### config.mk
export PLATFORM = sky130hd
export DESIGN_NAME = eeprom_pins
export DESIGN_NICKNAME = d
export VERILOG_FILES = /design/src/shared/eeprom_pins_pkg.sv /design/src/rtl/prog_timer.sv /design/src/rtl/eeprom_pins.sv
export SDC_FILE = /design/constraint.sdc
export NUM_CORES = 1
export LEC_CHECK = 0
export ABC_AREA = 1
export BUFFER_PORTS_ARGS = -buffer_cell sky130_fd_sc_hd__buf_2
export CAP_MARGIN = 20
export CORE_UTILIZATION = 60
export CTS_CLUSTER_SIZE = 8
export DETAILED_ROUTE_END_ITERATION = 7
export PLACE_DENSITY_LB_ADDON = 0.15
export SYNTH_ARGS = -nofsm -noshare
export SYNTH_HDL_FRONTEND = slang
export SYNTH_SLANG_ARGS = --single-unit
### constraint.sdc
create_clock -name clock -period 2.7 [get_ports clock]
set_clock_uncertainty 0.2 [all_clocks]
set_input_delay 0.27 -clock clock [delete_from_list [all_inputs] [get_ports clock]]
set_output_delay 0.27 -clock clock [all_outputs]
set_load 0.03 [all_outputs]
### src/shared/eeprom_pins_pkg.sv
/*
 Shared constants for the serial EEPROM pin block: word widths, variant codes, output states.
 Assumes the system clock runs at 250 MHz and host pins are synchronous to it.
*/
package eeprom_pins_pkg;
   localparam int CLK_PERIOD_PS = 4000;
   // Least chip-select-low time in ns
   localparam int SELECT_LOW_MIN_TIME_NS = 250;
   localparam int SELECT_LOW_MIN_CYC =
      (SELECT_LOW_MIN_TIME_NS * 1000 + CLK_PERIOD_PS - 1) / CLK_PERIOD_PS;
   localparam int CSL_CNT_W = 7;
   localparam int WIDE_WORD = 16;
   localparam int NARROW_WORD = 8;
   localparam int BIT_CNT_W = 5;
   // Variant codes
   localparam logic [1:0] VAR_FIXED_NARROW = 2'h0;
   localparam logic [1:0] VAR_FIXED_WIDE = 2'h1;
   localparam logic [1:0] VAR_SELECTABLE = 2'h2;
   // Default self-timed program cycle length in clocks
   localparam int PROG_CYCLES_DEF = 1250000;
   localparam int PROG_CNT_W = 24;

   typedef enum logic [3:0] {
      OUT_IDLE   = 4'h1,
      OUT_DUMMY  = 4'h2,
      OUT_DATA   = 4'h4,
      OUT_STATUS = 4'h8
   } out_state_e;
endpackage

### src/rtl/prog_timer.sv
/*
 Self-timed programming cycle timer.
 Assumes start is a one-cycle strobe; a start while busy is ignored.
*/
`timescale 1ns/100ps
module prog_timer #(
   parameter int CNT_W = 24
) (
   input wire logic clock,
   input wire logic rst_n,
   input wire logic start,
   input wire logic [CNT_W-1:0] length,
   output logic busy
);
   logic [CNT_W-1:0] cnt_ff;
   logic [CNT_W-1:0] nxt_cnt;
   logic busy_ff;
   logic nxt_busy;

   assign nxt_busy = busy_ff ? (cnt_ff > {{(CNT_W-1){1'b0}}, 1'b1}) : start;
   assign nxt_cnt = busy_ff ? cnt_ff - {{(CNT_W-1){1'b0}}, 1'b1} : (start ? length : cnt_ff);
   assign busy = busy_ff;

   always_ff @(posedge clock or negedge rst_n) begin
      if (!rst_n) begin
         cnt_ff <= '0;
         busy_ff <= 1'b0;
      end else begin
         cnt_ff <= nxt_cnt;
         busy_ff <= nxt_busy;
      end
   end
endmodule

### src/rtl/eeprom_pins.sv
/*
 Data-out, organization and program-permit logic of a three-wire serial EEPROM.
 Assumes the instruction decoder upstream supplies read start, read words,
 program requests, lock/unlock and start-bit strobes, all synchronous to clock.
*/
`timescale 1ns/100ps
module eeprom_pins #(
   parameter logic [1:0] VARIANT = eeprom_pins_pkg::VAR_SELECTABLE,
   parameter int PROG_CYCLES = eeprom_pins_pkg::PROG_CYCLES_DEF
) (
   input wire logic clock,
   input wire logic reset_n,
   input wire logic chip_select,
   input wire logic serial_clock,
   input wire logic start_bit_seen,
   input wire logic read_start,
   input wire logic [eeprom_pins_pkg::WIDE_WORD-1:0] read_word,
   input wire logic prog_request,
   input wire logic programming_unlock_instruction,
   input wire logic programming_lock_instruction,
   input wire logic word_width_select,
   input wire logic program_permit_input,
   output logic data_out,
   output logic data_out_oe,
   output logic wide_words,
   output logic prog_start,
   output logic prog_busy,
   output logic read_word_taken
);
   import eeprom_pins_pkg::*;

   // -------------------------------------------------------------
   // Reset release
   // -------------------------------------------------------------
   logic rst_meta_ff;
   logic rst_ff;
   always_ff @(posedge clock or negedge reset_n) begin
      if (!reset_n) begin
         rst_meta_ff <= 1'b0;
         rst_ff <= 1'b0;
      end else begin
         rst_meta_ff <= 1'b1;
         rst_ff <= rst_meta_ff;
      end
   end

   // -------------------------------------------------------------
   // Organization and permit
   // -------------------------------------------------------------
   logic wide_sel;
   logic permit;
   assign wide_sel = (VARIANT == VAR_SELECTABLE) ? word_width_select
                   : (VARIANT == VAR_FIXED_WIDE);
   assign permit = (VARIANT == VAR_SELECTABLE) ? program_permit_input
                 : 1'b1;

   // -------------------------------------------------------------
   // Serial clock edge and select-low timing
   // -------------------------------------------------------------
   logic sclk_d_ff;
   logic cs_d_ff;
   logic sclk_rise;
   logic cs_rise;
   logic cs_fall;
   logic [CSL_CNT_W-1:0] csl_cnt_ff;
   logic [CSL_CNT_W-1:0] nxt_csl_cnt;
   logic csl_ok;
   localparam logic [CSL_CNT_W-1:0] CSL_MIN = CSL_CNT_W'(SELECT_LOW_MIN_CYC);
   assign sclk_rise = serial_clock && !sclk_d_ff;
   assign cs_rise = chip_select && !cs_d_ff;
   assign cs_fall = !chip_select && cs_d_ff;
   assign csl_ok = (csl_cnt_ff >= CSL_MIN);
   assign nxt_csl_cnt = chip_select ? '0 : (csl_ok ? csl_cnt_ff : csl_cnt_ff + 1'b1);

   // -------------------------------------------------------------
   // Write enable latch and programming cycle
   // -------------------------------------------------------------
   logic unlocked_ff;
   logic nxt_unlocked;
   logic nxt_prog_start;
   logic timer_busy;
   logic [PROG_CNT_W-1:0] prog_len;
   assign prog_len = PROG_CNT_W'(PROG_CYCLES);
   assign nxt_unlocked = programming_lock_instruction ? 1'b0
                       : (programming_unlock_instruction ? 1'b1 : unlocked_ff);
   // Request only counts while selected; timer runs regardless of select
   assign nxt_prog_start = prog_request && chip_select && unlocked_ff && permit
                         && !timer_busy;

   prog_timer #(.CNT_W(PROG_CNT_W)) u_timer (
      .clock(clock),
      .rst_n(rst_ff),
      .start(prog_start),
      .length(prog_len),
      .busy(timer_busy)
   );

   // -------------------------------------------------------------
   // Status pending flag
   // -------------------------------------------------------------
   logic pend_ff;
   logic nxt_pend;
   logic status_clear;
   // Status cleared by a start bit followed by select low while the timer is not busy
   logic start_seen_ff;
   logic nxt_start_seen;
   assign nxt_start_seen = chip_select && (start_bit_seen || (start_seen_ff && !cs_fall));
   assign status_clear = cs_fall && start_seen_ff && !timer_busy;
   assign nxt_pend = prog_start ? 1'b1 : (status_clear ? 1'b0 : pend_ff);

   // -------------------------------------------------------------
   // Output state machine
   // -------------------------------------------------------------
   out_state_e state_ff;
   out_state_e nxt_state;
   logic [WIDE_WORD-1:0] shift_ff;
   logic [WIDE_WORD-1:0] nxt_shift;
   logic [BIT_CNT_W-1:0] bits_ff;
   logic [BIT_CNT_W-1:0] nxt_bits;
   logic [BIT_CNT_W-1:0] word_len;
   logic nxt_do;
   logic nxt_oe;
   logic nxt_taken;
   logic status_show;
   assign word_len = wide_sel ? BIT_CNT_W'(WIDE_WORD) : BIT_CNT_W'(NARROW_WORD);
   // Status shows once select rises after a valid low time
   assign status_show = cs_rise && csl_ok && (pend_ff || prog_start);

   always_comb begin
      nxt_state = state_ff;
      nxt_shift = shift_ff;
      nxt_bits = bits_ff;
      nxt_taken = 1'b0;
      case (state_ff)
         OUT_IDLE: begin
            if (status_show) begin
               nxt_state = OUT_STATUS;
            end else if (read_start && chip_select) begin
               nxt_state = OUT_DUMMY;
            end
         end
         OUT_DUMMY: begin
            if (sclk_rise) begin
               nxt_state = OUT_DATA;
               nxt_shift = wide_sel ? read_word : {read_word[NARROW_WORD-1:0], 8'h00};
               nxt_bits = word_len;
               nxt_taken = 1'b1;
            end
         end
         OUT_DATA: begin
            if (sclk_rise) begin
               if (bits_ff == 5'h01) begin
                  // Sequential read: next word follows directly
                  nxt_shift = wide_sel ? read_word : {read_word[NARROW_WORD-1:0], 8'h00};
                  nxt_bits = word_len;
                  nxt_taken = 1'b1;
               end else begin
                  nxt_shift = {shift_ff[WIDE_WORD-2:0], 1'b0};
                  nxt_bits = bits_ff - 5'h01;
               end
            end
         end
         OUT_STATUS: begin
            if (status_clear) begin
               nxt_state = OUT_IDLE;
            end
         end
         default: nxt_state = OUT_IDLE;
      endcase
      if (!chip_select && (state_ff != OUT_STATUS)) begin
         nxt_state = OUT_IDLE;
      end
   end

   assign nxt_oe = (nxt_state != OUT_IDLE);
   assign nxt_do = (nxt_state == OUT_STATUS) ? !timer_busy
                 : (nxt_state == OUT_DATA) ? nxt_shift[WIDE_WORD-1] : 1'b0;

   // -------------------------------------------------------------
   // Registers
   // -------------------------------------------------------------
   always_ff @(posedge clock or negedge rst_ff) begin
      if (!rst_ff) begin
         sclk_d_ff <= 1'b0;
         cs_d_ff <= 1'b0;
         csl_cnt_ff <= '0;
         unlocked_ff <= 1'b0;
         prog_start <= 1'b0;
         pend_ff <= 1'b0;
         start_seen_ff <= 1'b0;
         state_ff <= OUT_IDLE;
         shift_ff <= '0;
         bits_ff <= '0;
         data_out <= 1'b0;
         data_out_oe <= 1'b0;
         wide_words <= 1'b0;
         prog_busy <= 1'b0;
         read_word_taken <= 1'b0;
      end else begin
         sclk_d_ff <= serial_clock;
         cs_d_ff <= chip_select;
         csl_cnt_ff <= nxt_csl_cnt;
         unlocked_ff <= nxt_unlocked;
         prog_start <= nxt_prog_start;
         pend_ff <= nxt_pend;
         start_seen_ff <= nxt_start_seen;
         state_ff <= nxt_state;
         shift_ff <= nxt_shift;
         bits_ff <= nxt_bits;
         data_out <= nxt_do;
         data_out_oe <= nxt_oe;
         wide_words <= wide_sel;
         prog_busy <= timer_busy;
         read_word_taken <= nxt_taken;
      end
   end
endmodule

; ---- Word-level counts from Yosys, hierarchy flattened
; Cells that the tools add are included.
[totals]
word_cells = 95
out_inout_bits = 6
register_bits = 70
inputBits = 27
[classes]
n_reduce_logical = 27
n_lt_le_gt_ge = 2
add_sub_neg = 3
n_eq_ne = 12
n_mux = 31
[op_table]
columns = cell, count
row1 = $mux 16, 4
row2 = $mux 24, 2
row3 = $pmux 16 s2, 1
row4 = $gt 24x1->1 const B, 1
row5 = $sub 24x1->24 const B, 1
row6 = $mux 4, 5
row7 = $mux 5, 4
row8 = $pmux 4 s4, 1
row9 = $logic_and 1x1->1, 15
row10 = $mux 7, 2
row11 = $mux 1, 10
row12 = $pmux 5 s2, 1
row13 = $eq 4x3->1 const B, 2
row14 = $eq 4x4->1 const B, 2
row15 = $reduce_bool 2->1, 4
row16 = $add 7x1->7 const B, 1
row17 = $ge 7x6->1 const B, 1
row18 = $ne 2x2->1 const B, 3
row19 = $eq 5x1->1 const B, 1
row20 = $logic_not 1->1, 5
row21 = $sub 5x1->5 const B, 1
row22 = $eq 4x1->1 const B, 1
row23 = $eq 4x2->1 const B, 1
row24 = $ne 4x1->1 const B, 1
row25 = 4 further kinds, 5

; ---- Depth between registers and ports, before layout
; Gate-level depths: netlist of the first run.
[logic_depth]
ltp_word = 10
ltp_mapped = 10
depth_no_buf = 9

; ---- By module
; A second synthesis of the first run with hierarchy kept.
[hier_totals]
hier_cells = 574
hier_area_um2 = 4272.8
[by_module_without_submodules]
columns = mod, seq_area_each_um2, area_per_inst_um2, n_inst, cells_each
row1 = eeprom_pins, 1127.3, 2377.3, 1, 284
row2 = prog_timer, 625.6, 1895.6, 1, 290

; ---- Worst setup path after synthesis of the first run
; No wires, ideal clock.
[synth_timing]
kind = reg2reg
from = register u_timer.cnt_ff[0]
to = register u_timer.cnt_ff[20]
path_slack_ns = 1.117
arrival_ns = 1.258
required_ns = 2.375
path_stages_with_launch = 8
n_path_buf = 0
period_less_slack_ns = 1.583
setup_time_ns = 0.125
cell_sequence = dfrtp_1 -> inv_1 -> ha_1 -> nand2_2 -> nor3_4 -> nand2_1 -> o21ai_0 -> o21ai_1
[synth_between]
elab_chain_len = 2
[synth_rtl]
columns = element, line_no
row1 = start: declaration, prog_timer.sv:15  ; logic [CNT_W-1:0] cnt_ff;
row2 = start signal: assignment, prog_timer.sv:29  ; cnt_ff <= nxt_cnt;
row3 = $sub 24x1->24, prog_timer.sv:21  ; assign nxt_cnt = busy_ff ? cnt_ff - {{(CNT_W-1){1'b0}}, 1'b1} : (start ? length : cnt_ff);
row4 = $mux 24, prog_timer.sv:21
; Every way passes these cells.
; A chain may end at the register's enable or synchronous reset.

; ---- Worst setup path in the final report of the first run
[layout_timing]
from = input port word_width_select
to = register data_out
[layout_between]
elab_chain_len = 6
elab_cells_between_ends = 7
cone_classes = 7 x mux
[layout_rtl]
columns = element, line_no
row1 = start: declaration, eeprom_pins.sv:21  ; input wire logic word_width_select,
row2 = $mux 16 (*), "eeprom_pins.sv:145, eeprom_pins.sv:154"
row3 = $mux 16, eeprom_pins.sv:152  ; if (bits_ff == 5'h01) begin
row4 = $mux 16, eeprom_pins.sv:151  ; if (sclk_rise) begin
row5 = $pmux 16 s2 (*), eeprom_pins.sv:134  ; case (state_ff)
row6 = via nxt_shift[15], eeprom_pins.sv:117  ; logic [WIDE_WORD-1:0] nxt_shift;
row7 = $mux 1 (*), eeprom_pins.sv:177  ; : (nxt_state == OUT_DATA) ? nxt_shift[WIDE_WORD-1] : 1'b0;
row8 = $mux 1 (*), eeprom_pins.sv:176  ; assign nxt_do = (nxt_state == OUT_STATUS) ? !timer_busy
row9 = via nxt_do, eeprom_pins.sv:121  ; logic nxt_do;
row10 = end signal: assignment, eeprom_pins.sv:210  ; data_out <= nxt_do;
row11 = end: declaration, eeprom_pins.sv:23  ; output logic data_out,
; Mark *: on every way through the listed nets, which the timed path passes. The rest lies on a longest branch. The select of a mux whose other input is x is not followed.

==> results, run 1 <==
- The flow ran to the end, and the final reports show no timing, DRC or antenna violations.
- The number of antenna repair diodes is 0.
- The top flip-flop cell by instance count after synthesis is sky130_fd_sc_hd__dfrtp_1.
- The maximum VDD drop is 0.4794 mV.
- The count of buffers added on input and output ports is 32.
- STA classifies the critical path startpoint as an input pin.
- The count of nets after finishing is 566.
- The shortest clock period the worst path allows after layout is 1.957 ns.
- The worst setup timing slack at the placement stage is 0.8877 ns.
- The startpoint-to-endpoint class of the critical path is in2reg.
- The actual transition at the worst max-transition pin is 0.5651 ns.
- The cell sitting at the root of the clock tree is a sky130_fd_sc_hd__clkbuf_8.
- The number of nets still failing antenna checks after routing is 0.
- The max-slew violation count is 0.
- Setup total negative slack on the finished layout was measured at 0 ns.
- The kind of end point of the critical path is a flip-flop.
- Setup violations remaining at the end of the flow were counted as 0.
- Synthesis inferred 70 register bits.
- The maximum net fanout on the critical path is 19.
- The fraction of power spent switching nets is 0.3325.
- Max-cap violations in this run came to 0.
- The die covers 6779 um2.
- The total of fill cells in the finished design is 464.
- The number of post-CTS setup repair buffers is 0.
- The top achievable clock speed is 0.5110 GHz.
- Averaged over all synthesized cells, the footprint is 7.952 um2.
- TritonCTS created 9 clock buffers.
- The share of Yosys cell area claimed by the top area cell type is 0.4459.
- Synthesis handed over a netlist of 487 instances.
- The most common cell in the synthesized netlist is sky130_fd_sc_hd__nand2_1.
- The number of rows created at floorplan is 28.
- The vias after detailed routing is 3292.
- The sequential area share after synthesis is 0.4527.
- The number of different library cells used by synthesis comes to 39.
- The initial detailed-routing violation count is 159.
- The first global-routing pass estimated 13780 um of wire.
- The clock latency of the later-clocked register in the worst-skew pair is 0.35 ns.
- The die width is 82.34 um.
- The number of clock sinks is 70.
- Summing every instance area after synthesis gives 3872 um2.
- The initial antenna violation count is 0.
- The relative max-transition margin is 0.6233.
- Post-CTS repair changed the size of 0 cells.
- The analysis attributes to cell leakage a power of 0.002165 uW.
- The core region is 6061 um2.
- In the finished design, the share of the clock period the worst path needs comes to 0.7247.
- Sorting the synthesized cells by area gives the leading types as sky130_fd_sc_hd__dfrtp_1 (45%), sky130_fd_sc_hd__nand2_1 (12%), sky130_fd_sc_hd__inv_1 (5.7%), sky130_fd_sc_hd__nand3_1 (5.3%), sky130_fd_sc_hd__nor2_1 (5.0%).
- The async set or reset register ratio after synthesis is 1.000.
- Pin placement for this block handled 33 I/O pins.
- The slack of the critical path is 0.7432 ns.
- The last weighted congestion value of the routability-driven placer is 0.8905.
- Of the total power, registers draw 0.470.
- The worst endpoint required time is 2.75 ns.
- The register clock-pin slew on the reported worst setup and hold paths is 0.08 ns.
- The effective utilization at floorplan is 0.6389.
- The total global routing overflow is 0.
- The number of enable flip-flop cells after synthesis is 0.
- The final layout contains routed wiring with a total length of 8071 um.
- In the routed design, unresolved DRC markers number 0.
- Setup repair after global routing left no endpoint under its margin.
- After detailed routing, the average wire length per cell comes to 13.14 um.
- The summed area of non-filler cells in the final layout is 4422 um2.
- Entering global routing, the biggest net connects 46 pins.
- The data arrival time of the worst path is 2.00 ns.
- The class of the worst hold path is in2async.
- The combinational power share is 0.212.
- The power per unit of standard cell area is 666.2 nW/um2.
- Summed over all nets, the half-perimeter wirelength after detailed placement is 5824 um.
- The internal portion of the total power is 1966 uW.
- Across every metal layer, demand over resource in global routing totals 0.2736.
- Summed over all nets, the switching power comes to 979.4 uW.
- The H-tree was split into 3 levels.
- The share of total power dissipated in the clock network is 0.318.
- The fraction of final layout cells with drive strength greater than 1 is 0.1837.
- The synthesized net count is 519.
- By count the netlist is led by sky130_fd_sc_hd__nand2_1 (126), sky130_fd_sc_hd__dfrtp_1 (69), sky130_fd_sc_hd__inv_1 (59).
- The first TritonRoute pass finished after 4 iterations.
- The number of buffers on the longest clock path is 2.
- The via count of the first global-routing pass is 3197.
- The number of hold buffers added after CTS is 11.
- The total count of hold-check failures in the final report is 0.
- The height of the die is 82.34 um.
- The synthesized design spends more area on one cell type than any other, namely sky130_fd_sc_hd__dfrtp_1.
- In the routed layout, each cell is associated on average with a via count of 5.362.
- The area growth from synthesis to layout is 14.18%.
- The number of synthesis warnings is 0.
- After detailed placement, the total cell area comes to 4090 um2.
- TritonCTS built the clock tree.
## stage by stage
step	total power [uW]	hold slack [ns]	utilization	std cells
after global routing	3121	0.02440	0.7296	614
after global placement	1980	-0.1447	0.6749	587
after detailed placement	2010	-0.1432	0.6749	587
final	2946	0.01969	0.7296	614
after floorplan	1836	-0.2256	-	487
after CTS	2963	0.01257	0.7296	614
## state kept, by name, summed over array words and instances (netlist names)
signal	cells
pend_ff	1
prog_start	1
u_timer.busy	1
data_out_oe	1
wide_words	1
sclk_d_ff	1
shift_ff	16
rst_ff	1
prog_busy	1
rst_meta_ff	1
state_ff	4
bits_ff	5
u_timer.cnt_ff	24
data_out	1
unlocked_ff	1
csl_cnt_ff	7
read_word_taken	1
start_seen_ff	1
cs_d_ff	1
## worst max-delay path, stage by stage
cell and delay [ns]:
sky130_fd_sc_hd__dlygate4sd3_1 0.52, sky130_fd_sc_hd__buf_2 0.29, sky130_fd_sc_hd__clkinv_1 0.35, sky130_fd_sc_hd__nand2_1 0.15, sky130_fd_sc_hd__nand2_1 0.07, sky130_fd_sc_hd__nand3_1 0.09
sky130_fd_sc_hd__nand3_1 0.11, sky130_fd_sc_hd__nand2_1 0.09, sky130_fd_sc_hd__nand2_1 0.05
## final timing paths
kind / end / cells past startpoint / from / slack, ns
hold / removal: rst_ff / 2 / reset_n / 0.02
setup reg to reg: u_timer.cnt_ff[19] / 6 / u_timer.busy / 0.88
max in group asynchronous: state_ff[0] / 1 / rst_ff / 1.54
min in group clock: shift_ff[7] / 3 / read_word[7] / 0.05
hold reg to reg: csl_cnt_ff[3] / 0 / rst_ff / 0.07
setup / recovery: data_out / 9 / word_width_select / 0.74
## kinds of logic (layout without fill, tap and decap cells)
family,Yosys count,in the layout,share of synthesized area
compound gates,67,67,0.1128
other cells,1,1,0.0009684
buf+inv,74,126,0.07980
fa+ha+maj,5,5,0.01616
simple gates,265,265,0.3263
xor+xnor,5,5,0.01131
flops,70,70,0.4527
## power by group through the flow
stage | Clock (uW) | Sequential (uW) | Combinational (uW)
2_1_floorplan | 0 | 1370 | 462
3_3_place_gp | 0 | 1390 | 588
3_5_place_dp | 0 | 1400 | 611
4_1_cts | 954 | 1380 | 627
5_1_grt | 995 | 1410 | 718
6_report | 937 | 1380 | 624
## metal layers
layer | up-vias | share of wire | global-route usage
met5 | - | 0 | 0
met4 | 0 | 0.016 | 0.09123
met3 | 17 | 0.043 | 0.05495
met2 | 83 | 0.48 | 0.4727
met1 | 1538 | 0.46 | 0.3417
li1 | 1654 | - | -
## placed cells by master, fill, tap and decap left out, types with 3 or more instances in the layout
master and n:
sky130_fd_sc_hd__a21oi_1 12, sky130_fd_sc_hd__a31oi_2 7, sky130_fd_sc_hd__buf_2 32, sky130_fd_sc_hd__clkbuf_8 9, sky130_fd_sc_hd__dfrtp_1 68, sky130_fd_sc_hd__dlygate4sd3_1 11, sky130_fd_sc_hd__ha_1 5, sky130_fd_sc_hd__inv_1 59
sky130_fd_sc_hd__inv_2 5, sky130_fd_sc_hd__nand2_1 126, sky130_fd_sc_hd__nand2_2 3, sky130_fd_sc_hd__nand3_1 41, sky130_fd_sc_hd__nand3_4 3, sky130_fd_sc_hd__nand4_1 7, sky130_fd_sc_hd__nor2_1 52, sky130_fd_sc_hd__nor2_2 14
sky130_fd_sc_hd__nor2_4 4, sky130_fd_sc_hd__nor3_1 6, sky130_fd_sc_hd__o211ai_1 7, sky130_fd_sc_hd__o21ai_0 29, sky130_fd_sc_hd__o21ai_1 3, sky130_fd_sc_hd__o22ai_1 3, sky130_fd_sc_hd__xor2_1 3
## area by class of cell
cell class | count | area (um2) | area share
Clock inverter | 7 | 97.59 | 0.02207
Sequential cell | 70 | 1754 | 0.3967
Clock buffer | 9 | 123.9 | 0.02801
Timing Repair Buffer | 45 | 297.8 | 0.06735
Tap cell | 75 | 93.84 | 0.02122
Inverter | 65 | 244.0 | 0.05518
Multi-Input combinational cell | 343 | 1810 | 0.4095
Power figures use the tool's default switching activity.
==> run 2, diff against run 1 <==
--- a/config.mk
+++ b/config.mk
@@ -5,10 +5,10 @@
 export SDC_FILE = /design/constraint.sdc
 export NUM_CORES = 1
 export LEC_CHECK = 0
-export ABC_AREA = 1
+export ABC_AREA = 0
 export BUFFER_PORTS_ARGS = -buffer_cell sky130_fd_sc_hd__buf_2
 export CAP_MARGIN = 20
-export CORE_UTILIZATION = 60
+export CORE_UTILIZATION = 53
 export CTS_CLUSTER_SIZE = 8
 export DETAILED_ROUTE_END_ITERATION = 7
 export PLACE_DENSITY_LB_ADDON = 0.15
==> constraint.sdc (replaced) <==
create_clock -name clock -period 1.8 [get_ports clock]
set_clock_uncertainty 0.2 [all_clocks]
set_input_delay 0.18 -clock clock [delete_from_list [all_inputs] [get_ports clock]]
set_output_delay 0.18 -clock clock [all_outputs]
set_load 0.03 [all_outputs]
==> results, run 2 <==
- The flow ran to the end, but the final reports show violations.
- The final reports fail on negative setup slack.
- The startpoint-to-endpoint class of the critical path is reg2reg.
- Of the post-synthesis cell area, the dominant cell type holds 0.4980.
- Across the VDD grid, the largest voltage drop is 0.7794 mV.
- The tree is rooted in a sky130_fd_sc_hd__clkbuf_8.
- 0 antenna diodes ended up in the layout.
- In this run, the number of DRC markers left after iteration 0 of detailed routing was 244.
- The most numerous cell type found on the critical path is sky130_fd_sc_hd__or4_4.
- After synthesis, the share of flip-flops with an asynchronous set or reset is 1.000.
- The largest single stage delay on the critical path is 0.53 ns.
- The H-tree depth is 3.
- The total count of hold-check failures in the final report came to 0.
- The global-route total usage across every layer is 0.2825.
- The slowest stage of the critical path belongs to the cell sky130_fd_sc_hd__or4_4.
- The fraction of final layout cells with drive strength greater than 1 is 0.4371.
- The via count of the first global-routing pass is 3304.
- The final-report setup violation count is 40.
- The die width is 82.88 um.
- In this run the cell area of the synthesized design comes to 3467 um2.
- Static timing analysis puts the maximum clock frequency at 0.4593 GHz.
- The final-layout worst hold slack is 0.02684 ns.
- The I/O pin total is 33.
- The number of clock buffers added by TritonCTS is 9.
- The critical path goes through or4_4, or4_4, nor4_4, mux2i_1.
- The commonest cells after synthesis are sky130_fd_sc_hd__dfrtp_1 (69), sky130_fd_sc_hd__nand2_1 (27), sky130_fd_sc_hd__nor2_1 (26).
- The die is 82.88 um tall.
- The total global routing overflow is 0.
- The share of the Yosys chip area taken by registers is 0.5056.
- The clock latency of the later-clocked register in the worst-skew pair is 0.36 ns.
- The number of rows created at floorplan is 29.
- In the post-route analysis, the smallest setup slack over all paths is -0.3774 ns.
- Ranked by flip-flop count, first place goes to u_timer.cnt_ff.
- The leakage power is 0.002382 uW.
- The vias after detailed routing is 3370.
- Leaving out filler cells and counting taps, the final layout contains 546.
- Synthesis handed over a netlist of 330 instances.
- The register clock-pin slew on the reported worst setup and hold paths is 0.08 ns.
- Setup repair after global routing could not meet its margin everywhere.
- The min-delay analysis places its worst path in the category in2reg.
- The detail route stage leaves a number of antenna-violating nets equal to 0.
- The register with the most flip-flops in the layout has 24 of them.
- The number of placed instances, taps included, is 489.
- For the worst setup path, the data required time is 1.88 ns.
- The first TritonRoute pass finished after 5 iterations.
- The most frequently used cell type in the post-synthesis netlist is sky130_fd_sc_hd__dfrtp_1.
- The initial antenna violation count is 0.
- In this run, synthesis produced a sequential element count of 70.
- The top flip-flop cell by instance count after synthesis is sky130_fd_sc_hd__dfrtp_1.
- After synthesis, the cell types taking the most area are sky130_fd_sc_hd__dfrtp_1 (50%), sky130_fd_sc_hd__mux2i_1 (4.6%), sky130_fd_sc_hd__nand2_1 (2.9%), sky130_fd_sc_hd__nor2_1 (2.8%), sky130_fd_sc_hd__o21ai_0 (2.5%).
- The data arrival time of the worst path is 2.26 ns.
- Of the available clock period, the critical path in the final layout requires 1.210.
- The power per unit of standard cell area is 1101 nW/um2.
- The total half-perimeter wirelength after legalization and detailed placement is 5676 um.
- The effective utilization at floorplan is 0.5460.
- The largest registers in the layout are u_timer.cnt_ff: 24 flops, shift_ff: 16 flops, csl_cnt_ff: 7 flops.
- The max-slew violation count is 0.
- The number of buffer and inverter stages on the critical path is 0.
- The family of cells with the greatest summed delay on the critical path is simple AND/OR/NAND/NOR gates.
- The top cell types in the final layout, fill and taps aside, are sky130_fd_sc_hd__dfrtp_1 (68), sky130_fd_sc_hd__buf_4 (59), sky130_fd_sc_hd__buf_2 (32).
- Clock tree synthesis found a total of 70 sinks.
- The area added between synthesis and finish is 51.61%.
- The die covers 6869 um2.
- The most frequent standard cell in the layout excluding fill and tap cells is sky130_fd_sc_hd__dfrtp_1.
- The worst setup path is launched from a flip-flop.
- The last weighted congestion value of the routability-driven placer is 0.8045.
- For the finished layout, the period the worst path requires is 2.177 ns.
- TritonCTS built the clock tree.
- For this run, the post-layout net count is 496.
- The core region is 6350 um2.
- A synthesized cell averages 10.51 um2.
- The overall routed net length is 10470 um.
- The maximum number of pins on one net before global-route repair is 69.
- The first global-routing pass estimated 15300 um of wire.
- The placed instances occupy a cell area of 4239 um2.
- In the routed design, unresolved DRC markers number 0.
- The finished cells cover 5256 um2.
- The number of enable flip-flop cells after synthesis is 0.
- For this run, the share of the core covered by cells in the final layout is 0.8278.
- The max capacitance violation total is 0.
- The routed wirelength normalized by instance count is 19.18 um.
- The count of buffers added on input and output ports is 32.
- The Yosys step of the flow raised 0 warnings.
- The number of buffers on the longest clock path is 2.
- Counting distinct cell types in the post-synthesis netlist gives 61.
- The kind of end point of the critical path is a flip-flop.
- Of all nets on the critical path, the largest fanout is 6.
- At the placement stage, the worst setup path has a slack of -0.3593 ns.
- Counting every net in the synthesized netlist gives 362.
- Dividing the detail-routed via count by the number of cells gives 6.172.
- The leading area contributor after synthesis is sky130_fd_sc_hd__dfrtp_1.
## run 2: cell count changes in the layout (fill, tap and decap cells not counted), moves of 16 or more
cell,previous run,this run
sky130_fd_sc_hd__nand2_1,126,19
sky130_fd_sc_hd__buf_4,1,59
sky130_fd_sc_hd__inv_1,59,8
sky130_fd_sc_hd__nand3_1,41,7
sky130_fd_sc_hd__nor2_1,52,25
sky130_fd_sc_hd__o21ai_0,29,8
sky130_fd_sc_hd__buf_6,0,16
sky130_fd_sc_hd__mux2i_1,0,16
## run 2: stage by stage
| stage | power [uW] | TNS [ns] |
|---|---|---|
| finish | 5787 | -6.425 |
| global route | 6035 | -8.423 |
| CTS | 5398 | -4.688 |
| detailed placement | 3764 | -3.646 |
| global placement | 3692 | -2.958 |
| floorplan | 3069 | -3.411 |
## run 2: what timing repair did
item | CTS | global route
hold endpoints to repair | 31 | 0
hold buffers | 25 | 0
pin swaps | 29 | 23
resized for setup | 42 | 50
endpoints found under the setup margin | 37 | 45
buffers inserted | 4 | 14
gates cloned | 0 | 1
## run 2: path summary, 6_finish.rpt
| kind | endpoint | slack (ns) | from | cells after the start |
|---|---|---|---|---|
| min in group asynchronous | shift_ff[10] | 0.08 | rst_ff | 1 |
| max | u_timer.cnt_ff[21] | -0.38 | u_timer.cnt_ff[12] | 4 |
| max reg2reg | u_timer.cnt_ff[21] | -0.38 | u_timer.cnt_ff[12] | 4 |
| min | wide_words | 0.03 | word_width_select | 2 |
| min reg2reg | shift_ff[10] | 0.08 | rst_ff | 1 |
| max in group asynchronous | rst_ff | 0.81 | reset_n | 3 |
## run 2: where the power goes
group / total, uW / switching [uW] / internal (uW)
Sequential: 2300 / 368 / 1930
Clock: 1440 / 629 / 812
Combinational: 2050 / 1030 / 1020
Total: 5790 / 2030 / 3760
## run 2: cell families after synthesis
kind of cell    synth area share
xor+xnor                 0.01010
mux                      0.04944
compound gates            0.1920
flops                     0.5056
simple gates              0.1952
buf+inv                  0.02851
fa+ha+maj                0.01804
other cells             0.001082
## run 2: cell type report
class                   instances  area [um2]
clock buffers                  10       137.6
clock inverters                 6       85.08
fillers                       337        1094
inverters                      11       43.79
multi-input cells             238        2078
flip-flops and latches         70        1754
well taps                      77       96.34
repair buffers                134        1061
## run 2: per-layer routing
metal,track usage,share of wire
met5,0,0
met4,0.1724,0.037
met3,0.04274,0.040
met2,0.4739,0.52
met1,0.3435,0.40
==> run 3, diff against run 2 <==
--- a/config.mk
+++ b/config.mk
@@ -8,10 +8,12 @@
 export ABC_AREA = 0
 export BUFFER_PORTS_ARGS = -buffer_cell sky130_fd_sc_hd__buf_2
 export CAP_MARGIN = 20
-export CORE_UTILIZATION = 53
+export CORE_UTILIZATION = 54
 export CTS_CLUSTER_SIZE = 8
 export DETAILED_ROUTE_END_ITERATION = 7
+export GPL_TIMING_DRIVEN = 1
 export PLACE_DENSITY_LB_ADDON = 0.15
 export SYNTH_ARGS = -nofsm -noshare
 export SYNTH_HDL_FRONTEND = slang
+export SYNTH_HIERARCHICAL = 1
 export SYNTH_SLANG_ARGS = --single-unit
==> results, run 3 <==
- The flow ran to the end, but the final reports show violations.
- The final reports fail on negative setup slack.
- The register clock-pin slew on the reported worst setup and hold paths is 0.08 ns.
- The cell chosen for the clock root is sky130_fd_sc_hd__clkbuf_8.
- Traced cell by cell, the critical path runs through inv_2, ha_4, or4b_4, o41ai_2, o21ai_1, a221o_1.
- Routability-driven placement finished with a final weighted congestion of 0.8265.
- The filler cells instantiated in the layout total 357.
- The slowest stage of the critical path is the sky130_fd_sc_hd__or4b_4 cell.
- Max-cap violations in this run came to 0.
- The met2 wirelength from detailed routing is 5703 um.
- For this run the aggregate overflow at the end of global routing stands at 0.
- The die area is 7300 um2.
- The number of input and output port buffers inserted is 32.
- The register with the most flip-flops in the layout has 24 of them.
- The detailed router used layers up to and including met4.
- STA classifies the critical path endpoint as a flip-flop.
- sky130_fd_sc_hd__nor2_1 is the most common cell in the netlist.
- The global-route total usage across every layer is 0.2998.
- The sequential area share after synthesis is 0.4662.
- The number of buffers on the longest clock path is 2.
- Setup repair after global routing could not meet its margin everywhere.
- The final-report setup violation count is 36.
- The vias after detailed routing is 3730.
- The die width is 85.44 um.
- The die is 85.44 um tall.
- In this run, synthesis inferred 0 flip-flops with an integrated enable.
- For this configuration, the core starts out at a cell density of 0.5565.
- Sorting the synthesized cells by area gives the leading types as sky130_fd_sc_hd__dfrtp_1 (46%), sky130_fd_sc_hd__nor2_1 (7.3%), sky130_fd_sc_hd__a221oi_2 (2.8%), sky130_fd_sc_hd__mux2_2 (2.7%), sky130_fd_sc_hd__a211oi_1 (2.0%).
- The routed wirelength normalized by instance count is 17.83 um.
- The via count of the first global-routing pass is 3552.
- For this run, the detailed router's first-pass iteration total came to 5.
- The H-tree depth is 3.
- The aggregate negative setup slack is -6.781 ns.
- The max-slew violation count was 0.
- Of the total power, the share spent switching nets is 0.3466.
- The routed design could run at a clock period as short as 2.107 ns.
- For this run, the top clock speed supported by timing is 0.4747 GHz.
- The clock latency of the later-clocked register in the worst-skew pair is 0.35 ns.
- The power per unit of standard cell area is 987.0 nW/um2.
- Ranked by instance count, the synthesized netlist is headed by sky130_fd_sc_hd__nor2_1 (73), sky130_fd_sc_hd__dfrtp_1 (69), sky130_fd_sc_hd__nand2_1 (20).
- The initial antenna violation count was 0.
- Setup slack on the critical path of the routed design comes to -0.3068 ns.
- The leakage power is 0.002533 uW.
- The number of nets still failing antenna checks after routing is 0.
- The first global-routing pass estimated 16850 um of wire.
- The initial detailed-routing violation count is 193.
- The post-synthesis sequential element count is 70.
- In the routed design, unresolved DRC markers number 0.
- The fraction of final layout cells with drive strength greater than 1 is 0.4179.
- The fraction of power consumed by the clock network is 0.255.
- The finished cells cover 5668 um2.
- The cell area that synthesis handed to floorplanning was 3760 um2.
- Of the post-synthesis cell area, the dominant cell type holds 0.4592.
- The share of total power dissipated in sequential elements is 0.402.
- The total area inside the core boundary comes to 6756 um2.
- TritonCTS built the clock tree.
- The total count of hold-check failures in the final report is 0.
- The number of CTS-inserted buffers is 9.
- The worst setup path is of the reg2reg kind.
- The total half-perimeter wirelength after legalization and detailed placement is 6299 um.
- Averaged over all synthesized cells, the footprint is 9.817 um2.
- In the final layout, the registers with the most flip-flops are u_timer/cnt_ff: 24 flops, shift_ff: 16 flops, csl_cnt_ff: 7 flops.
- The initialized floorplan defines 30 standard-cell rows.
- For this run, the number of Yosys warnings is 6.
- The switching component of the power is 1939 uW.
- Of the total power, combinational logic draws 0.343.
- The post-synthesis instance total is 383.
- The critical path's largest stage delay is 0.51 ns.
- The detailed-routing wirelength on met1 is 4653 um.
- The register with the most flip-flops in the final layout is u_timer/cnt_ff.
- The data arrival time of the worst path is 2.13 ns.
- During I/O placement, the number of pins put on the boundary was 33.
- The number of clock sinks is 70.
- Measured against its own limit, the worst slew margin works out to 0.6613.
- The via density per instance is 5.939.
- Counting distinct cell types in the post-synthesis netlist gives 78.
- The maximum number of pins on one net before global-route repair is 69.
- The actual transition at the worst max-transition pin is 0.5050 ns.
- The share of the core filled with cells is 0.8389.
- For this run, asynchronously set or reset flops after synthesis account for 1.000.
- The final layout contains 575 nets.
- The worst register-to-register path has a setup slack of -0.31 ns.
- The most frequent standard cell in the layout excluding fill and tap cells is sky130_fd_sc_hd__buf_4.
- The library cells used most frequently in the layout, excluding fill and tap cells, are sky130_fd_sc_hd__buf_4 (75), sky130_fd_sc_hd__nor2_1 (70), sky130_fd_sc_hd__dfrtp_1 (66).
- 0 antenna diodes ended up in the layout.
- The leading area contributor after synthesis is sky130_fd_sc_hd__dfrtp_1.
- The top flip-flop cell by instance count after synthesis is sky130_fd_sc_hd__dfrtp_1.
- The placed instances occupy a cell area of 4686 um2.
- The area added between synthesis and finish is 50.75%.
- The critical path launch point type is a flip-flop.
- The class of the worst hold path is in2reg.
- The worst endpoint required time is 1.82 ns.
- The internal cell power is 3655 uW.
- Detailed routing placed a total of 530 um of wire on met3.
- For this block, the routed nets add up to 11200 um of wire.
- IR analysis of the VDD net gives a maximum drop of 0.7713 mV.
- The fraction of the cycle the final worst path needs is 1.170.
- The maximum net fanout on the critical path is 4.
-- run 3: path summary, 6_finish.rpt --
path                                          end  depth (start not counted)              start
worst min register to register        state_ff[2]                          1             rst_ff
worst max-delay path            u_timer/cnt_ff[8]                          6  u_timer/cnt_ff[0]
worst max register to register  u_timer/cnt_ff[8]                          6  u_timer/cnt_ff[0]
worst min-delay path                 shift_ff[15]                          4      read_word[15]
max in group asynchronous                  rst_ff                          3            reset_n
min in group asynchronous             state_ff[2]                          1             rst_ff
-- run 3: critical path: cells and delay by family, from the launching register on --
kind,cells,cell delay (ns)
adders and majority gates,1,0.14
AOI/OAI and AO/OA,3,0.66
buffers and inverters,1,0.08
DFF,1,0.39
and+or+nand+nor,1,0.51
-- run 3: kinds of logic (layout without fill, tap and decap cells) --
kind of cell / after synthesis / after routing / synth area share
AO/OA/AOI/OAI: 91 / 91 / 0.1870
XOR/XNOR: 4 / 4 / 0.009320
adder cells (fa/ha/maj): 5 / 5 / 0.01664
buffers and inverters: 30 / 171 / 0.03660
flip-flops: 70 / 70 / 0.4662
multiplexers: 12 / 12 / 0.03494
other: 2 / 26 / 0.001997
AND/OR/NAND/NOR: 169 / 169 / 0.2473
-- run 3: stage by stage --
stage                     std cells  worst slack [ns]  hold WS (ns)  power [uW]
after detailed placement        571           -0.2359       -0.2321        3677
after floorplan                 407           -0.2276       -0.3156        2997
after global routing            628           -0.3747       0.03249        5856
final                           628           -0.3068       0.02335        5594
after CTS                       617           -0.2573       0.01026        5354
after global placement          571           -0.1706       -0.2331        3591
-- run 3: layout make-up --
class,instances,area [um2],area share
Clock buffer,11,131.4,0.02318
Clock inverter,5,85.08,0.01501
Inverter,12,45.04,0.007947
Multi-Input combinational cell,307,2380,0.4199
Sequential cell,70,1757,0.3099
Tap cell,80,100.1,0.01766
Timing Repair Buffer,143,1170,0.2064
-- run 3: repair_timing --
item,4_1_cts,5_1_grt
endpoints found under the setup margin,39,44
gates cloned,0,2
resized for setup,35,45
pin swaps,22,26
hold buffers,20,0
buffers inserted,11,12
endpoints found under the hold margin,20,0
-- run 3: routing by layer --
layer,up-vias,global-route usage
li1,1719,-
met1,1846,0.3647
met2,134,0.5265
met3,31,0.06226
met4,0,0.1076
met5,-,0
-- run 3: power groups by stage --
stage / logic [uW] / clock network, uW / registers (uW)
2_1_floorplan: 751 / 0 / 2250
3_3_place_gp: 1410 / 0 / 2180
3_5_place_dp: 1470 / 0 / 2200
4_1_cts: 1740 / 1420 / 2190
5_1_grt: 2070 / 1500 / 2280
6_report: 1920 / 1420 / 2250
